## src/btu_pkg.sv

```systemverilog
// Package for the breakpoint and tag unit: register map, fields, types
package btu_pkg;
	// Register indices (byte address = 4 * index)
	localparam logic [7:0] IDX_CTRL_PRIMARY = 8'h20;
	localparam logic [7:0] IDX_CTRL_SECONDARY = 8'h21;
	localparam logic [7:0] IDX_ADDR_HIGH = 8'h22;
	localparam logic [7:0] IDX_ADDR_LOW = 8'h23;
	localparam logic [7:0] IDX_CMP_HIGH = 8'h24;
	localparam logic [7:0] IDX_CMP_LOW = 8'h25;
	localparam logic [7:0] IDX_STATUS = 8'h26;
	localparam int BUS_ADDR_W = 10;
	// Primary control fields
	localparam int F_MODE_HI = 7;
	localparam int F_MODE_LO = 6;
	localparam int F_PROG_ONLY = 5;
	localparam int F_SECOND_LBE = 1;
	localparam int F_FIRST_LBE = 0;
	// Secondary control fields
	localparam int F_DATA_EN = 7;
	localparam int F_HIGH_MASK = 6;
	localparam int F_LOW_MASK = 5;
	localparam int F_SECOND_DIR_EN = 3;
	localparam int F_SECOND_DIR_VAL = 2;
	localparam int F_FIRST_DIR_EN = 1;
	localparam int F_FIRST_DIR_VAL = 0;
	// Status fields
	localparam int F_ST_TAGGING = 0;
	localparam int F_ST_BDM = 1;
	localparam int F_ST_HIT = 2;
	localparam logic [7:0] REG_RESET = 8'h00;
	localparam logic [1:0] MODE_OFF = 2'h0;
	localparam logic [1:0] MODE_SWI_DUAL = 2'h1;
	localparam logic [1:0] MODE_BDM_FULL = 2'h2;
	localparam logic [1:0] MODE_BDM_DUAL = 2'h3;
	localparam int QUEUE_DEPTH = 3;

	typedef struct packed {
		logic [15:0] addr;
		logic [15:0] data;
		logic rd;
		logic valid;
		logic fetch;
	} btu_cycle_s;

	typedef struct packed {
		logic [15:0] bytes;
		logic tag_hi;
		logic tag_lo;
	} btu_qword_s;
endpackage

```

## src/btu_top.sv

```systemverilog
// Breakpoint comparator and instruction tagging unit with Avalon-MM registers
`timescale 1ns/100ps
`default_nettype none

module btu_top
	import btu_pkg::*;
(
	input wire logic clk_sys, // System clock, 25 MHz
	input wire logic rst, // Asynchronous reset, active high
	input wire logic clk_en, // Freezes all state when low
	input wire logic [BUS_ADDR_W-1:0] avs_address, // Byte address
	input wire logic avs_read, // Read request
	input wire logic avs_write, // Write request
	input wire logic [31:0] avs_writedata, // Write data
	input wire logic [3:0] avs_byteenable, // Byte lanes
	output logic [31:0] avs_readdata, // Read data
	output logic avs_waitrequest, // Stall
	input wire btu_cycle_s cpu_cycle, // CPU bus cycle observed
	input wire logic bus_clock, // Bus clock pin, foreign domain
	input wire logic low_strobe_n, // Low strobe / low tag pin
	input wire logic debug_serial_pin, // Debug pin / high tag pin
	input wire logic tagging_enable_command, // One-cycle tag command pulse
	input wire logic bdm_enable, // Debug enable indication
	input wire logic bdm_active, // CPU runs debug firmware
	input wire logic queue_load, // Fetch bytes enter queue tail
	input wire logic queue_advance, // Queue head consumed
	output logic swi_request, // Software interrupt request pulse
	output logic bdm_request, // Debug entry request pulse
	output logic tagging_active, // Tag pins in use
	output logic serial_cmd_allow // Serial commands may run
);
	logic [7:0] ctrl_primary_q;
	logic [7:0] ctrl_secondary_q;
	logic [7:0] addr_high_q;
	logic [7:0] addr_low_q;
	logic [7:0] cmp_high_q;
	logic [7:0] cmp_low_q;
	logic hit_seen_q;
	logic ack_q;
	logic [31:0] rdata_q;
	logic [1:0] mode;
	logic prog_only;
	logic data_en;
	logic match0;
	logic match1;
	logic cycle_hit;
	logic tag_break;
	logic bp_break;
	logic bp_tag_in;
	logic boundary_pend_q;
	logic swi_q;
	logic bdm_q;
	logic [2:0] ck_sync_q;
	logic [2:0] tlo_sync_q;
	logic [2:0] thi_sync_q;
	logic ck_stable_q;
	logic tlo_stable_q;
	logic thi_stable_q;
	logic ck_fall;
	logic tag_lo_q;
	logic tag_hi_q;
	logic tagging_q;
	btu_qword_s queue_q [QUEUE_DEPTH];
	logic bp_tag_q [QUEUE_DEPTH];
	logic [1:0] queue_count_q;
	logic [7:0] reg_index;
	logic req;

	function automatic logic byte_eq(input logic [7:0] a, input logic [7:0] b);
		byte_eq = (a == b);
	endfunction

	function automatic logic dir_ok(input logic en, input logic val, input logic rd);
		dir_ok = !en || (val == rd);
	endfunction

	function automatic logic [7:0] merge(input logic [7:0] old, input logic [7:0] nw,
		input logic be);
		merge = be ? nw : old;
	endfunction

	function automatic btu_qword_s qword(input logic [15:0] b, input logic hi,
		input logic lo);
		qword = '{bytes: b, tag_hi: hi, tag_lo: lo};
	endfunction

	assign mode = {ctrl_primary_q[F_MODE_HI], ctrl_primary_q[F_MODE_LO]};
	assign prog_only = ctrl_primary_q[F_PROG_ONLY];
	assign data_en = ctrl_secondary_q[F_DATA_EN];
	assign reg_index = avs_address[BUS_ADDR_W-1:2];
	assign req = avs_read || avs_write;
	// Breakpoint tag carried by a fetch; kept apart from the pin tags
	assign bp_tag_in = cycle_hit && (prog_only || mode == MODE_SWI_DUAL)
		&& cpu_cycle.fetch;

	// Register bus: one wait cycle, then answer
	always_ff @(posedge clk_sys or posedge rst)
	begin
		if (rst)
			ack_q <= 1'b0;
		else if (clk_en)
			ack_q <= req && !ack_q;
	end
	assign avs_waitrequest = req && !ack_q;

	always_ff @(posedge clk_sys or posedge rst)
	begin
		if (rst)
		begin
			ctrl_primary_q <= REG_RESET;
			ctrl_secondary_q <= REG_RESET;
			addr_high_q <= REG_RESET;
			addr_low_q <= REG_RESET;
			cmp_high_q <= REG_RESET;
			cmp_low_q <= REG_RESET;
		end
		else if (clk_en && avs_write && ack_q)
		begin
			unique case (reg_index)
				IDX_CTRL_PRIMARY: ctrl_primary_q <= merge(ctrl_primary_q,
					avs_writedata[7:0], avs_byteenable[0]);
				IDX_CTRL_SECONDARY: ctrl_secondary_q <= merge(ctrl_secondary_q,
					avs_writedata[7:0], avs_byteenable[0]);
				IDX_ADDR_HIGH: addr_high_q <= merge(addr_high_q, avs_writedata[7:0],
					avs_byteenable[0]);
				IDX_ADDR_LOW: addr_low_q <= merge(addr_low_q, avs_writedata[7:0],
					avs_byteenable[0]);
				IDX_CMP_HIGH: cmp_high_q <= merge(cmp_high_q, avs_writedata[7:0],
					avs_byteenable[0]);
				IDX_CMP_LOW: cmp_low_q <= merge(cmp_low_q, avs_writedata[7:0],
					avs_byteenable[0]);
				default: ;
			endcase
		end
	end

	always_ff @(posedge clk_sys or posedge rst)
	begin
		if (rst)
			rdata_q <= 32'h0000_0000;
		else if (clk_en && avs_read && !ack_q)
		begin
			unique case (reg_index)
				IDX_CTRL_PRIMARY: rdata_q <= {24'h000000, ctrl_primary_q};
				IDX_CTRL_SECONDARY: rdata_q <= {24'h000000, ctrl_secondary_q};
				IDX_ADDR_HIGH: rdata_q <= {24'h000000, addr_high_q};
				IDX_ADDR_LOW: rdata_q <= {24'h000000, addr_low_q};
				IDX_CMP_HIGH: rdata_q <= {24'h000000, cmp_high_q};
				IDX_CMP_LOW: rdata_q <= {24'h000000, cmp_low_q};
				IDX_STATUS: rdata_q <= {29'h0, hit_seen_q, bdm_active, tagging_q};
				default: rdata_q <= 32'h0000_0000;
			endcase
		end
	end
	assign avs_readdata = rdata_q;

	// Comparators
	always_comb
	begin
		match0 = cpu_cycle.valid && byte_eq(cpu_cycle.addr[15:8], addr_high_q)
			&& (!ctrl_primary_q[F_FIRST_LBE]
			|| byte_eq(cpu_cycle.addr[7:0], addr_low_q));
		if (mode == MODE_BDM_FULL)
		begin
			match0 = match0 && dir_ok(ctrl_secondary_q[F_FIRST_DIR_EN],
				ctrl_secondary_q[F_FIRST_DIR_VAL], cpu_cycle.rd);
			if (data_en)
				match0 = match0
					&& (ctrl_secondary_q[F_HIGH_MASK]
					|| byte_eq(cpu_cycle.data[15:8], cmp_high_q))
					&& (ctrl_secondary_q[F_LOW_MASK]
					|| byte_eq(cpu_cycle.data[7:0], cmp_low_q));
			match1 = 1'b0;
		end
		else
		begin
			match1 = cpu_cycle.valid && data_en
				&& byte_eq(cpu_cycle.addr[15:8], cmp_high_q)
				&& (!ctrl_primary_q[F_SECOND_LBE]
				|| byte_eq(cpu_cycle.addr[7:0], cmp_low_q));
			if (mode == MODE_BDM_DUAL)
			begin
				match0 = match0 && dir_ok(ctrl_secondary_q[F_FIRST_DIR_EN],
					ctrl_secondary_q[F_FIRST_DIR_VAL], cpu_cycle.rd);
				match1 = match1 && dir_ok(ctrl_secondary_q[F_SECOND_DIR_EN],
					ctrl_secondary_q[F_SECOND_DIR_VAL], cpu_cycle.rd);
			end
		end
		cycle_hit = (match0 || match1) && (mode != MODE_OFF) && !bdm_active;
	end

	// Break on cycle match: held pending until the next boundary (when the queue advances)
	always_ff @(posedge clk_sys or posedge rst)
	begin
		if (rst)
			boundary_pend_q <= 1'b0;
		else if (clk_en)
		begin
			if (bdm_active || mode == MODE_OFF)
				boundary_pend_q <= 1'b0;
			else if (cycle_hit && !prog_only && mode != MODE_SWI_DUAL)
				boundary_pend_q <= 1'b1;
			else if (queue_advance)
				boundary_pend_q <= 1'b0;
		end
	end

	// Request pulses
	always_ff @(posedge clk_sys or posedge rst)
	begin
		if (rst)
		begin
			swi_q <= 1'b0;
			bdm_q <= 1'b0;
			hit_seen_q <= 1'b0;
		end
		else if (clk_en)
		begin
			swi_q <= 1'b0;
			bdm_q <= 1'b0;
			if (!bdm_active)
			begin
				// A pin tag at the head means debug entry when bdm_enable is set, even in interrupt mode
				if (queue_advance && bp_break && !tag_break && mode == MODE_SWI_DUAL)
					swi_q <= 1'b1;
				else if (queue_advance && bdm_enable && (tag_break
					|| ((mode == MODE_BDM_FULL || mode == MODE_BDM_DUAL)
					&& (boundary_pend_q || bp_break))))
					bdm_q <= 1'b1;
			end
			if (swi_q || bdm_q)
				hit_seen_q <= 1'b1;
			else if (clk_en && avs_read && ack_q && reg_index == IDX_STATUS)
				hit_seen_q <= 1'b0;
		end
	end
	assign swi_request = swi_q;
	assign bdm_request = bdm_q;

	// Pin synchronisers: change accepted when stages two and three agree
	always_ff @(posedge clk_sys or posedge rst)
	begin
		if (rst)
		begin
			// Idle high levels, so that no false edge follows reset
			ck_sync_q <= 3'h7;
			tlo_sync_q <= 3'h7;
			thi_sync_q <= 3'h7;
			ck_stable_q <= 1'b1;
			tlo_stable_q <= 1'b1;
			thi_stable_q <= 1'b1;
		end
		else if (clk_en)
		begin
			ck_sync_q <= {ck_sync_q[1:0], bus_clock};
			tlo_sync_q <= {tlo_sync_q[1:0], low_strobe_n};
			thi_sync_q <= {thi_sync_q[1:0], debug_serial_pin};
			if (ck_sync_q[1] == ck_sync_q[2])
				ck_stable_q <= ck_sync_q[2];
			if (tlo_sync_q[1] == tlo_sync_q[2])
				tlo_stable_q <= tlo_sync_q[2];
			if (thi_sync_q[1] == thi_sync_q[2])
				thi_stable_q <= thi_sync_q[2];
		end
	end
	assign ck_fall = ck_stable_q && (ck_sync_q[1] == ck_sync_q[2]) && !ck_sync_q[2];

	// Tagging enable and tag latching
	always_ff @(posedge clk_sys or posedge rst)
	begin
		if (rst)
		begin
			tagging_q <= 1'b0;
			tag_lo_q <= 1'b0;
			tag_hi_q <= 1'b0;
		end
		else if (clk_en)
		begin
			if (bdm_active)
				tagging_q <= 1'b0;
			else if (tagging_enable_command)
				tagging_q <= 1'b1;
			if (ck_fall)
			begin
				tag_lo_q <= tagging_q && !tlo_stable_q;
				tag_hi_q <= tagging_q && !thi_stable_q;
			end
			else if (queue_load || !tagging_q)
			begin
				// A latched tag belongs to one fetch only
				tag_lo_q <= 1'b0;
				tag_hi_q <= 1'b0;
			end
		end
	end
	assign tagging_active = tagging_q;
	assign serial_cmd_allow = !tagging_q;

	// Instruction queue; head at index 0, breakpoint tags kept beside the pin tags
	always_ff @(posedge clk_sys or posedge rst)
	begin
		if (rst)
		begin
			queue_count_q <= 2'h0;
			for (int i = 0; i < QUEUE_DEPTH; i++)
			begin
				queue_q[i] <= '0;
				bp_tag_q[i] <= 1'b0;
			end
		end
		else if (clk_en)
		begin
			if (bdm_active)
				queue_count_q <= 2'h0;
			else if (queue_advance && queue_count_q != 2'h0)
			begin
				for (int i = 0; i < QUEUE_DEPTH - 1; i++)
				begin
					queue_q[i] <= queue_q[i + 1];
					bp_tag_q[i] <= bp_tag_q[i + 1];
				end
				queue_q[QUEUE_DEPTH - 1] <= '0;
				bp_tag_q[QUEUE_DEPTH - 1] <= 1'b0;
				if (!queue_load)
					queue_count_q <= queue_count_q - 2'h1;
				else
				begin
					queue_q[queue_count_q - 2'h1] <= qword(cpu_cycle.data, tag_hi_q, tag_lo_q);
					bp_tag_q[queue_count_q - 2'h1] <= bp_tag_in;
				end
			end
			else if (queue_load && queue_count_q != 2'(QUEUE_DEPTH))
			begin
				queue_q[queue_count_q] <= qword(cpu_cycle.data, tag_hi_q, tag_lo_q);
				bp_tag_q[queue_count_q] <= bp_tag_in;
				queue_count_q <= queue_count_q + 2'h1;
			end
		end
	end
	// Pin tags force debug entry when bdm_enable is set; breakpoint tags follow the selected mode
	assign tag_break = (queue_count_q != 2'h0)
		&& (queue_q[0].tag_hi || queue_q[0].tag_lo);
	assign bp_break = (queue_count_q != 2'h0) && bp_tag_q[0];
endmodule

`default_nettype wire

```

## config.mk

```make
export PLATFORM = sky130hd
export DESIGN_NAME = btu_top
export DESIGN_NICKNAME = d
export VERILOG_FILES = /design/src/btu_pkg.sv /design/src/btu_top.sv
export SDC_FILE = /design/constraint.sdc
export NUM_CORES = 1
export LEC_CHECK = 0
export BUFFER_PORTS_ARGS = -buffer_cell sky130_fd_sc_hd__buf_2
export CAP_MARGIN = 5
export CORE_ASPECT_RATIO = 2
export CORE_MARGIN = 2
export CORE_UTILIZATION = 40
export DETAILED_ROUTE_END_ITERATION = 16
export HOLD_SLACK_MARGIN = 0.15
export PLACE_DENSITY = 0.71
export REMOVE_ABC_BUFFERS = 1
export SYNTH_ARGS = -nofsm -noshare
export SYNTH_HDL_FRONTEND = slang
export SYNTH_SLANG_ARGS = --single-unit
```

## constraint.sdc

```tcl
create_clock -name clk_sys -period 4 [get_ports clk_sys]
set_input_delay 0.8 -clock clk_sys [delete_from_list [all_inputs] [get_ports clk_sys]]
set_output_delay 0.8 -clock clk_sys [all_outputs]
set_load 0.1 [all_outputs]
```

Word-level counts from Yosys, hierarchy flattened
Cells that the tools add are included.

$add $sub $neg: 2. Magnitude comparators: 4. Equal/unequal tests: 24. Muxes and demuxes: 43. Bitwise logic cells: 3. Reduce and logical (&&, ||, !) cells: 90.

Operator list (count): $mux W54 (3); $bwmux W54 (2); $demux W18 S2 (2); $eq A8 B6 Y1 const B (7); $pmux W8 S7 (1); $eq A8 B8 Y1 (6); $logic_and A1 B1 Y1 (38); $mux W18 (2); $reduce_and A3 Y1 (8); $mux W1 (22); $logic_or A1 B1 Y1 (16); $reduce_and A2 Y1 (7); $logic_not A1 Y1 (12); $reduce_bool A2 Y1 (6); $mux W3 (3); $mux W2 (4); $bwmux W3 (2); $ge A3 B3 Y1 const B (2); $lt A3 B1 Y1 const B (2); $not A2 Y3 (2); $reduce_bool A3 Y1 (2); $eq A1 B1 Y1 (5); $demux W1 S2 (2); $eq A2 B2 Y1 const B (2); 8 further kinds (8).

Bits in registers: 159. Input port bits: 94. Output and inout port bits: 37. Logic and storage cells: 200.

Longest topological paths before layout
Gate-level depths: netlist of run 1.

Depth in word-level cells: 16. Gate-level depth with buffers: 8.

Worst setup path after synthesis of run 1
No wires, ideal clock.

Kind: input-to-output. From: input port avs_read. To: output port avs_waitrequest. Arrival: 2.109 ns. Path slack: 1.091 ns. Stages on the path: 2. Buffers on the path: 0. Cell sequence: nor2_1 -> nor2_1.

Longest elaborated chain between the ends: 2.

Ends and longest elaborated chain: start, declared (line btu_top.sv:12) `input wire logic avs_read,`; $logic_or A1 B1 Y1 (line btu_top.sv:91) `assign req = avs_read || avs_write;`; $logic_and A1 B1 Y1 (line btu_top.sv:104) `assign avs_waitrequest = req && !ack_q;`; end, declared (line btu_top.sv:17) `output logic avs_waitrequest,`.

Every way passes these cells.

Final worst setup path of run 1
From: register queue_count_q[0]. To: register bp_tag_q[2] in the netlist's numbering.

Longest elaborated chain between the ends: 9. Elaborated cells between the ends (all ways): 24.

Ends and longest elaborated chain: start, declared (line btu_top.sv:65) `logic [1:0] queue_count_q;`; start signal, assigned (line btu_top.sv:325) `queue_count_q <= queue_count_q - 2'h1;`; start signal, assigned (line btu_top.sv:336) `queue_count_q <= queue_count_q + 2'h1;`; $sub A2 B1 Y2 (line btu_top.sv:329) `bp_tag_q[queue_count_q - 2'h1] <= bp_tag_in;`; $not A2 Y3 (not written as such) (line btu_top.sv:329); $ge A3 B3 Y1 (not written as such) / $lt A3 B1 Y1 (equally long branches) (line btu_top.sv:329); $logic_and A1 B1 Y1 (not written as such) (line btu_top.sv:329); $mux W1 (not written as such) (line btu_top.sv:329); $demux W1 S2 (line btu_top.sv:329); $bwmux W3 (line btu_top.sv:329); $mux W3 (line btu_top.sv:324) `if (!queue_load)`; $mux W3 (line btu_top.sv:315) `else if (queue_advance && queue_count_q != 2'h0)`; end signal, assigned by index (line btu_top.sv:320) `bp_tag_q[i] <= bp_tag_q[i + 1];`; end signal, assigned by index (line btu_top.sv:329); end signal, assigned by index (line btu_top.sv:335) `bp_tag_q[queue_count_q] <= bp_tag_in;`; end, declared (line btu_top.sv:64) `logic bp_tag_q [QUEUE_DEPTH];`.

Parallel ways exist; a longest one is shown, timed or not. The select of a mux whose other input is x is not followed. A chain may end at the register's enable or synchronous reset.

==> impl_metrics.yaml, run 1 <==
run_status:
  status: "finished, final reports clean"
sta:
  max_freq_mhz: 399
  hold_violations: 0
  worst_slew_pin_slew_ns: 0.990
  min_period_ns: 2.51
  skew_ns: 0.00439
  fin_crit_sh: 0.627
  holdWs_ns: 0.500
  setup-tns-final_ns: 0
  rsz0062_at_grt: "false"
  relSlewSlack: 0.339
  slew_violations: 0
  setup_viol: 0
global_routing:
  gr-total-overflow: 0
  grt_usage: 0.188
  grt_max_degree: 58
  first_global_vias: 3841
  antenna_found_initial: 0
  grt_pass1_wl_um: 20100
die:
  die_w_um: 83.3
  rows: 58
  initial_core_util: 0.406
  die_h_um: 163
  ios: 131
  core_area_um2: 12400
  dieArea_um2: 13600
critical_path:
  path_depth: 7
  worstPathArrival_ns: 2.72
  cp_num_buf_inv: 1
  setup.worst_path.start_class: "flip-flop"
  worst_path_largest_cell_delay_ns: 0.50
  crit_chain: "inv_1, ha_1, nor2b_1, o21ai_0, o41a_1, o22ai_1, a31oi_1"
  reg2regPathDepth: 7
  worstSetupPathType: "reg -> reg"
  cp_top_family: "compound AO/OA/AOI/OAI gates"
  cp_slowest_cell: "dfrtp_1"
  required_ns: 4.21
  cp_max_fo: 8
  worst_setup_path_end_kind: "flip-flop"
detailed_routing:
  drtIter0Drc: 223
  antenna_left: 0
  wl_per_cell_um: 18.2
  dr.pass1.iters: 4
  routed-via-count: 3796
  via_per_inst: 5.50
  drc: 0
  wirelength_um: 12500
layout:
  layout_common_cells: "77 x buf_2, 75 x dfrtp_1, 63 x mux2_2, 50 x xnor2_1, 26 x nor2_1"
  seqCellArea_um2: 2190
  syn_to_final_growth_pct: 15.5
  drive_gt1_frac: 0.350
  diodes: 0
  mostFrequentLayoutCell: "buf_2"
  multi_input_area_um2: 2640
  final_cell_area_um2: 5820
  fill_cells: 1169
  nets: 636
clocking:
  post-cts-setup-buffers: 0
  cts.sinks: 87
  clk_latency_ns: 0.34
  cts.path.max_buffers: 2
  cts_resized: 0
  cts_buffers: 9
  clkTransAtPathRegs_ns: 0.06
  ctsHoldBuffers: 0
  htreeDepth: 3
  tritoncts: "yes"
  cts-root-buf: "clkbuf_16"
placed_design:
  placed_cell_area_um2: 5500
  portBuffers: 77
  dp_hpwl_um: 9370
  routabilityCongestion: 0.861
logic_synthesis:
  yosysUniqueCellTypes: 53
  syn_inst: 456
  syn-cell-area_um2: 5030
  synthSimpleGateAreaFrac: 0.106
  synth_xor_area_frac: 0.0870
  ys.flop_type: "dfrtp_1"
  ys_seq_area_frac: 0.435
  synth_fa_ha_area_frac: 0.0174
  yosys-mux-area-fraction: 0.177
  ys_ff_latch: 87
  synth.avg_cell_area_um2: 11.0
  yosys_warnings: 0
  async_flop_share: 1.00
  synth_compound_area_frac: 0.120
  synth_top_family_by_area: "multiplexers"
  synth-edff-count: 0
power:
  leakagePower_nw: 2.59
  p_per_area_nw_per_um2: 415
  power_mw: 2.41
  peakVddDrop_mv: 0.316
flow_run:
  maxCapViolations: 0
hold_path:
  hold_depth: 2
  min_path_type: "reg -> reg"
state kept, by name, indices dropped and copies added (netlist names), 2 cells and up:
name	flops
cmp_low_q	8
ctrl_secondary_q	8
addr_high_q	8
ctrl_primary_q	8
queue_count_q	2
ck_sync_q	3
thi_sync_q	3
addr_low_q	8
queue_q	6
avs_readdata	8
tlo_sync_q	3
bp_tag_q	3
cmp_high_q	8
cell usage after synthesis (8+ instances only):
library cell,instances,share of area
o22ai_1,9,0.011
inv_1,12,0.0089
nand2_1,14,0.010
a22o_1,11,0.019
nor2_1,26,0.019
o21ai_0,14,0.014
dfrtp_1,75,0.37
buf_4,24,0.036
dfstp_2,12,0.063
nand4_1,15,0.019
a22oi_1,8,0.012
mux2_2,63,0.14
xnor2_1,50,0.087
mux2i_1,9,0.018
a21oi_1,22,0.022
cell families (layout without fill, tap and decap cells):
| group | after synthesis | count (layout) |
|---|---|---|
| AOI/OAI and AO/OA | 88 | 88 |
| xor gates and xnor gates | 50 | 50 |
| adders and majority gates | 7 | 7 |
| buffers and inverters | 50 | 111 |
| DFF | 87 | 87 |
| muxes | 76 | 76 |
| other | 1 | 24 |
| and+or+nand+nor | 97 | 97 |
final cells by class:
cell class | instances | area share
repair buffers | 83 | 0.0740
inverters | 12 | 0.00796
well taps | 150 | 0.0323
clock inverters | 6 | 0.0148
clock buffers | 10 | 0.0394
flip-flops and latches | 87 | 0.377
multi-input cells | 342 | 0.455
metal layers:
layer / share of wire / GRT usage / wire length (um)
met1: 0.44 / 0.252 / 5540
met2: 0.49 / 0.305 / 6160
met5: 0 / 0 / 0
met3: 0.049 / 0.0395 / 615
met4: 0.018 / 0.0611 / 227
path summary, 6_finish.rpt:
| kind | startpoint | end | slack (ns) |
|---|---|---|---|
| min | hit_seen_q$_DFFE_PP0P_ | hit_seen_q$_DFFE_PP0P_ | 0.50 |
| max in group asynchronous | rst | ctrl_primary_q[3]$_DFFE_PP0P_ | 2.57 |
| min in group asynchronous | rst | tagging_active$_DFFE_PP0P_ | 0.66 |
| max reg2reg | queue_count_q[0]$_DFFE_PP0P_ | bp_tag_q[2]$_DFFE_PP0P_ | 1.49 |
| min reg2reg | hit_seen_q$_DFFE_PP0P_ | hit_seen_q$_DFFE_PP0P_ | 0.50 |
| max | queue_count_q[0]$_DFFE_PP0P_ | bp_tag_q[2]$_DFFE_PP0P_ | 1.49 |
per-stage QoR:
step	setup WS, ns	util	instances
global placement	1.30	0.443	674
detailed placement	1.25	0.443	674
floorplan	0.970	-	441
finish	1.49	0.469	690
CTS	1.52	0.469	690
global route	1.19	0.469	690
power by group:
| part | internal (mW) | switching, mW |
|---|---|---|
| clock network | 0.546 | 0.342 |
| registers | 0.963 | 0.0659 |
| logic | 0.159 | 0.334 |
tightest hold or removal path: stages, from the launching register on:
cell	delay, ns
dfrtp_1	0.35
o31ai_1	0.07
nand2_1	0.05
Note: power is estimated with default switching activity, not from simulation.
==> run 2: changes to the inputs <==
==> constraint.sdc (replaced) <==
create_clock -name clk_sys -period 2.5 [get_ports clk_sys]
set_input_delay 0.5 -clock clk_sys [delete_from_list [all_inputs] [get_ports clk_sys]]
set_output_delay 0.5 -clock clk_sys [all_outputs]
set_load 0.1 [all_outputs]
==> run 2 against run 1 <==
- combinational power increased by 68%
- via count rose by 1.6%
- clock power grew 58%
- die area stayed put
- total power rose by 60%
- cell count rose by 1.6%
- largest power group unchanged
- critical endpoint is now bp_tag_q[1]$_DFFE_PP0P_
==> impl_metrics.yaml, run 2 (synthesis gave the netlist of run 1 again) <==
power:
  combPwrFrac: 0.216
  power_switching_share: 0.311
  power_mw: 3.85
  clock_power_share: 0.363
  leakagePower_nw: 2.64
  peakVddDrop_mv: 0.519
  p_per_area_nw_per_um2: 652
  intPower_mw: 2.65
  switchingPower_mw: 1.20
  power_frac_seq: 0.421
placed_design:
  portBuffers: 77
  dp_hpwl_um: 9210
  placed_cell_area_um2: 5600
  routabilityCongestion: 0.881
clocking:
  cts_resized: 0
  cts.path.max_buffers: 2
  ctsHoldBuffers: 0
  cts_buffers: 9
  htreeDepth: 3
  tritoncts: "yes"
  clk_latency_ns: 0.35
  clkTransAtPathRegs_ns: 0.07
  cts-root-buf: "clkbuf_16"
  cts.sinks: 87
  post-cts-setup-buffers: 0
sta:
  slew_violations: 0
  rsz0062_at_grt: "false"
  setup_viol: 0
  max_freq_mhz: 489
  setup-tns-final_ns: 0
  relSlewSlack: 0.537
  min_period_ns: 2.05
  worst_slew_pin_slew_ns: 0.694
  fin_crit_sh: 0.819
  hold_violations: 0
  skew_ns: 0.00904
die:
  ios: 131
  die_w_um: 83.3
  core_area_um2: 12400
  rows: 58
  die_h_um: 163
  initial_core_util: 0.406
  dieArea_um2: 13600
global_routing:
  gr-total-overflow: 0
  grt_usage: 0.186
  first_global_vias: 3732
  grt_max_degree: 40
  grt_pass1_wl_um: 19900
  antenna_found_initial: 0
layout:
  drive_gt1_frac: 0.363
  layout_common_cells: "77 x buf_2, 75 x dfrtp_1, 63 x mux2_2, 50 x xnor2_1, 26 x nor2_1"
  mostFrequentLayoutCell: "buf_2"
  nets: 647
  final_cell_area_um2: 5910
  syn_to_final_growth_pct: 17.3
  diodes: 0
critical_path:
  reg2regPathDepth: 7
  cp_max_fo: 7
  cp_top_family: "compound AO/OA/AOI/OAI gates"
  worst_path_largest_cell_delay_ns: 0.38
  required_ns: 2.72
  path_depth: 7
  worstPathArrival_ns: 2.27
  worst_setup_path_end_kind: "flip-flop"
  cp_slowest_cell: "dfrtp_1"
  worstSetupPathType: "reg -> reg"
  crit_chain: "buf_4, ha_1, nand2b_1, a211oi_1, mux2_2, a41oi_1, o21ai_0"
  cp_num_buf_inv: 1
  setup.worst_path.start_class: "flip-flop"
run_status:
  status: "finished, final reports clean"
detailed_routing:
  drc: 0
  dr.pass1.iters: 5
  wl_per_cell_um: 17.6
  drtIter0Drc: 346
  wirelength_um: 12300
  via_per_inst: 5.50
  antenna_left: 0
  routed-via-count: 3858
hold_path:
  min_path_type: "in -> async"
flow_run:
  maxCapViolations: 0
run 2: cell types whose count changed in the layout (fill, tap and decap cells not counted), sizes merged:
cell      previous run  this run
buf                 83        94
bufinv               2         1
clkinvlp             1         2
clkinv               4         2
clkbuf              10        12
run 2: stage by stage:
| stage | setup WS (ns) | hold WS, ns | instances | util |
|---|---|---|---|---|
| final | 0.453 | 0.240 | 701 | 0.476 |
| after detailed placement | 0.172 | 0.483 | 685 | 0.451 |
| after global routing | 0.298 | 0.307 | 701 | 0.476 |
| after global placement | 0.201 | 0.482 | 685 | 0.451 |
| after CTS | 0.459 | 0.260 | 701 | 0.476 |
| after floorplan | -0.230 | 0.454 | 441 | - |
run 2: metal layers:
| metal | part of all wire | vias up | GRT usage | routed length, um |
|---|---|---|---|---|
| met2 | 0.48 | 137 | 0.296 | 5850 |
| met5 | 0 | - | 0 | 0 |
| li1 | - | 1793 | - | - |
| met4 | 0.025 | 0 | 0.0700 | 313 |
| met3 | 0.057 | 26 | 0.0238 | 704 |
| met1 | 0.44 | 1902 | 0.260 | 5440 |
run 2: worst reg2reg max path, cell delays in order, from the launching register on:
cell and delay [ns]:
dfrtp_1 0.38, buf_4 0.16, ha_1 0.21, nand2b_1 0.16, a211oi_1 0.38, mux2_2 0.38, a41oi_1 0.15, o21ai_0 0.11
run 2: area by class of cell:
type                            instances  area [um2]
Inverter                               12        46.3
Sequential cell                        87        2190
Clock inverter                          4        53.8
Fill cell                            1126        6500
Clock buffer                           12         256
Timing Repair Buffer                   94         526
Multi-Input combinational cell        342        2640
Tap cell                              150         188
run 2: final timing paths:
path | startpoint | to | slack [ns]
max | queue_count_q[0]$_DFFE_PP0P_ | bp_tag_q[1]$_DFFE_PP0P_ | 0.45
min | rst | bp_tag_q[0]$_DFFE_PP0P_ | 0.24
max reg2reg | queue_count_q[0]$_DFFE_PP0P_ | bp_tag_q[1]$_DFFE_PP0P_ | 0.45
min reg2reg | avs_readdata[0]$_DFFE_PP0P_ | avs_readdata[0]$_DFFE_PP0P_ | 0.49
max in group asynchronous | rst | tlo_stable_q$_DFFE_PP1P_ | 1.53
min in group clk_sys | bus_clock | ck_sync_q[0]$_DFFE_PP1P_ | 0.39
run 2: power groups by stage:
stage | clock network [mW] | logic (mW) | registers [mW]
6_report | 1.40 | 0.831 | 1.62
5_1_grt | 1.46 | 0.915 | 1.64
4_1_cts | 1.41 | 0.836 | 1.62
3_5_place_dp | 0 | 0.830 | 1.65
3_3_place_gp | 0 | 0.815 | 1.64
2_1_floorplan | 0 | 0.565 | 1.66
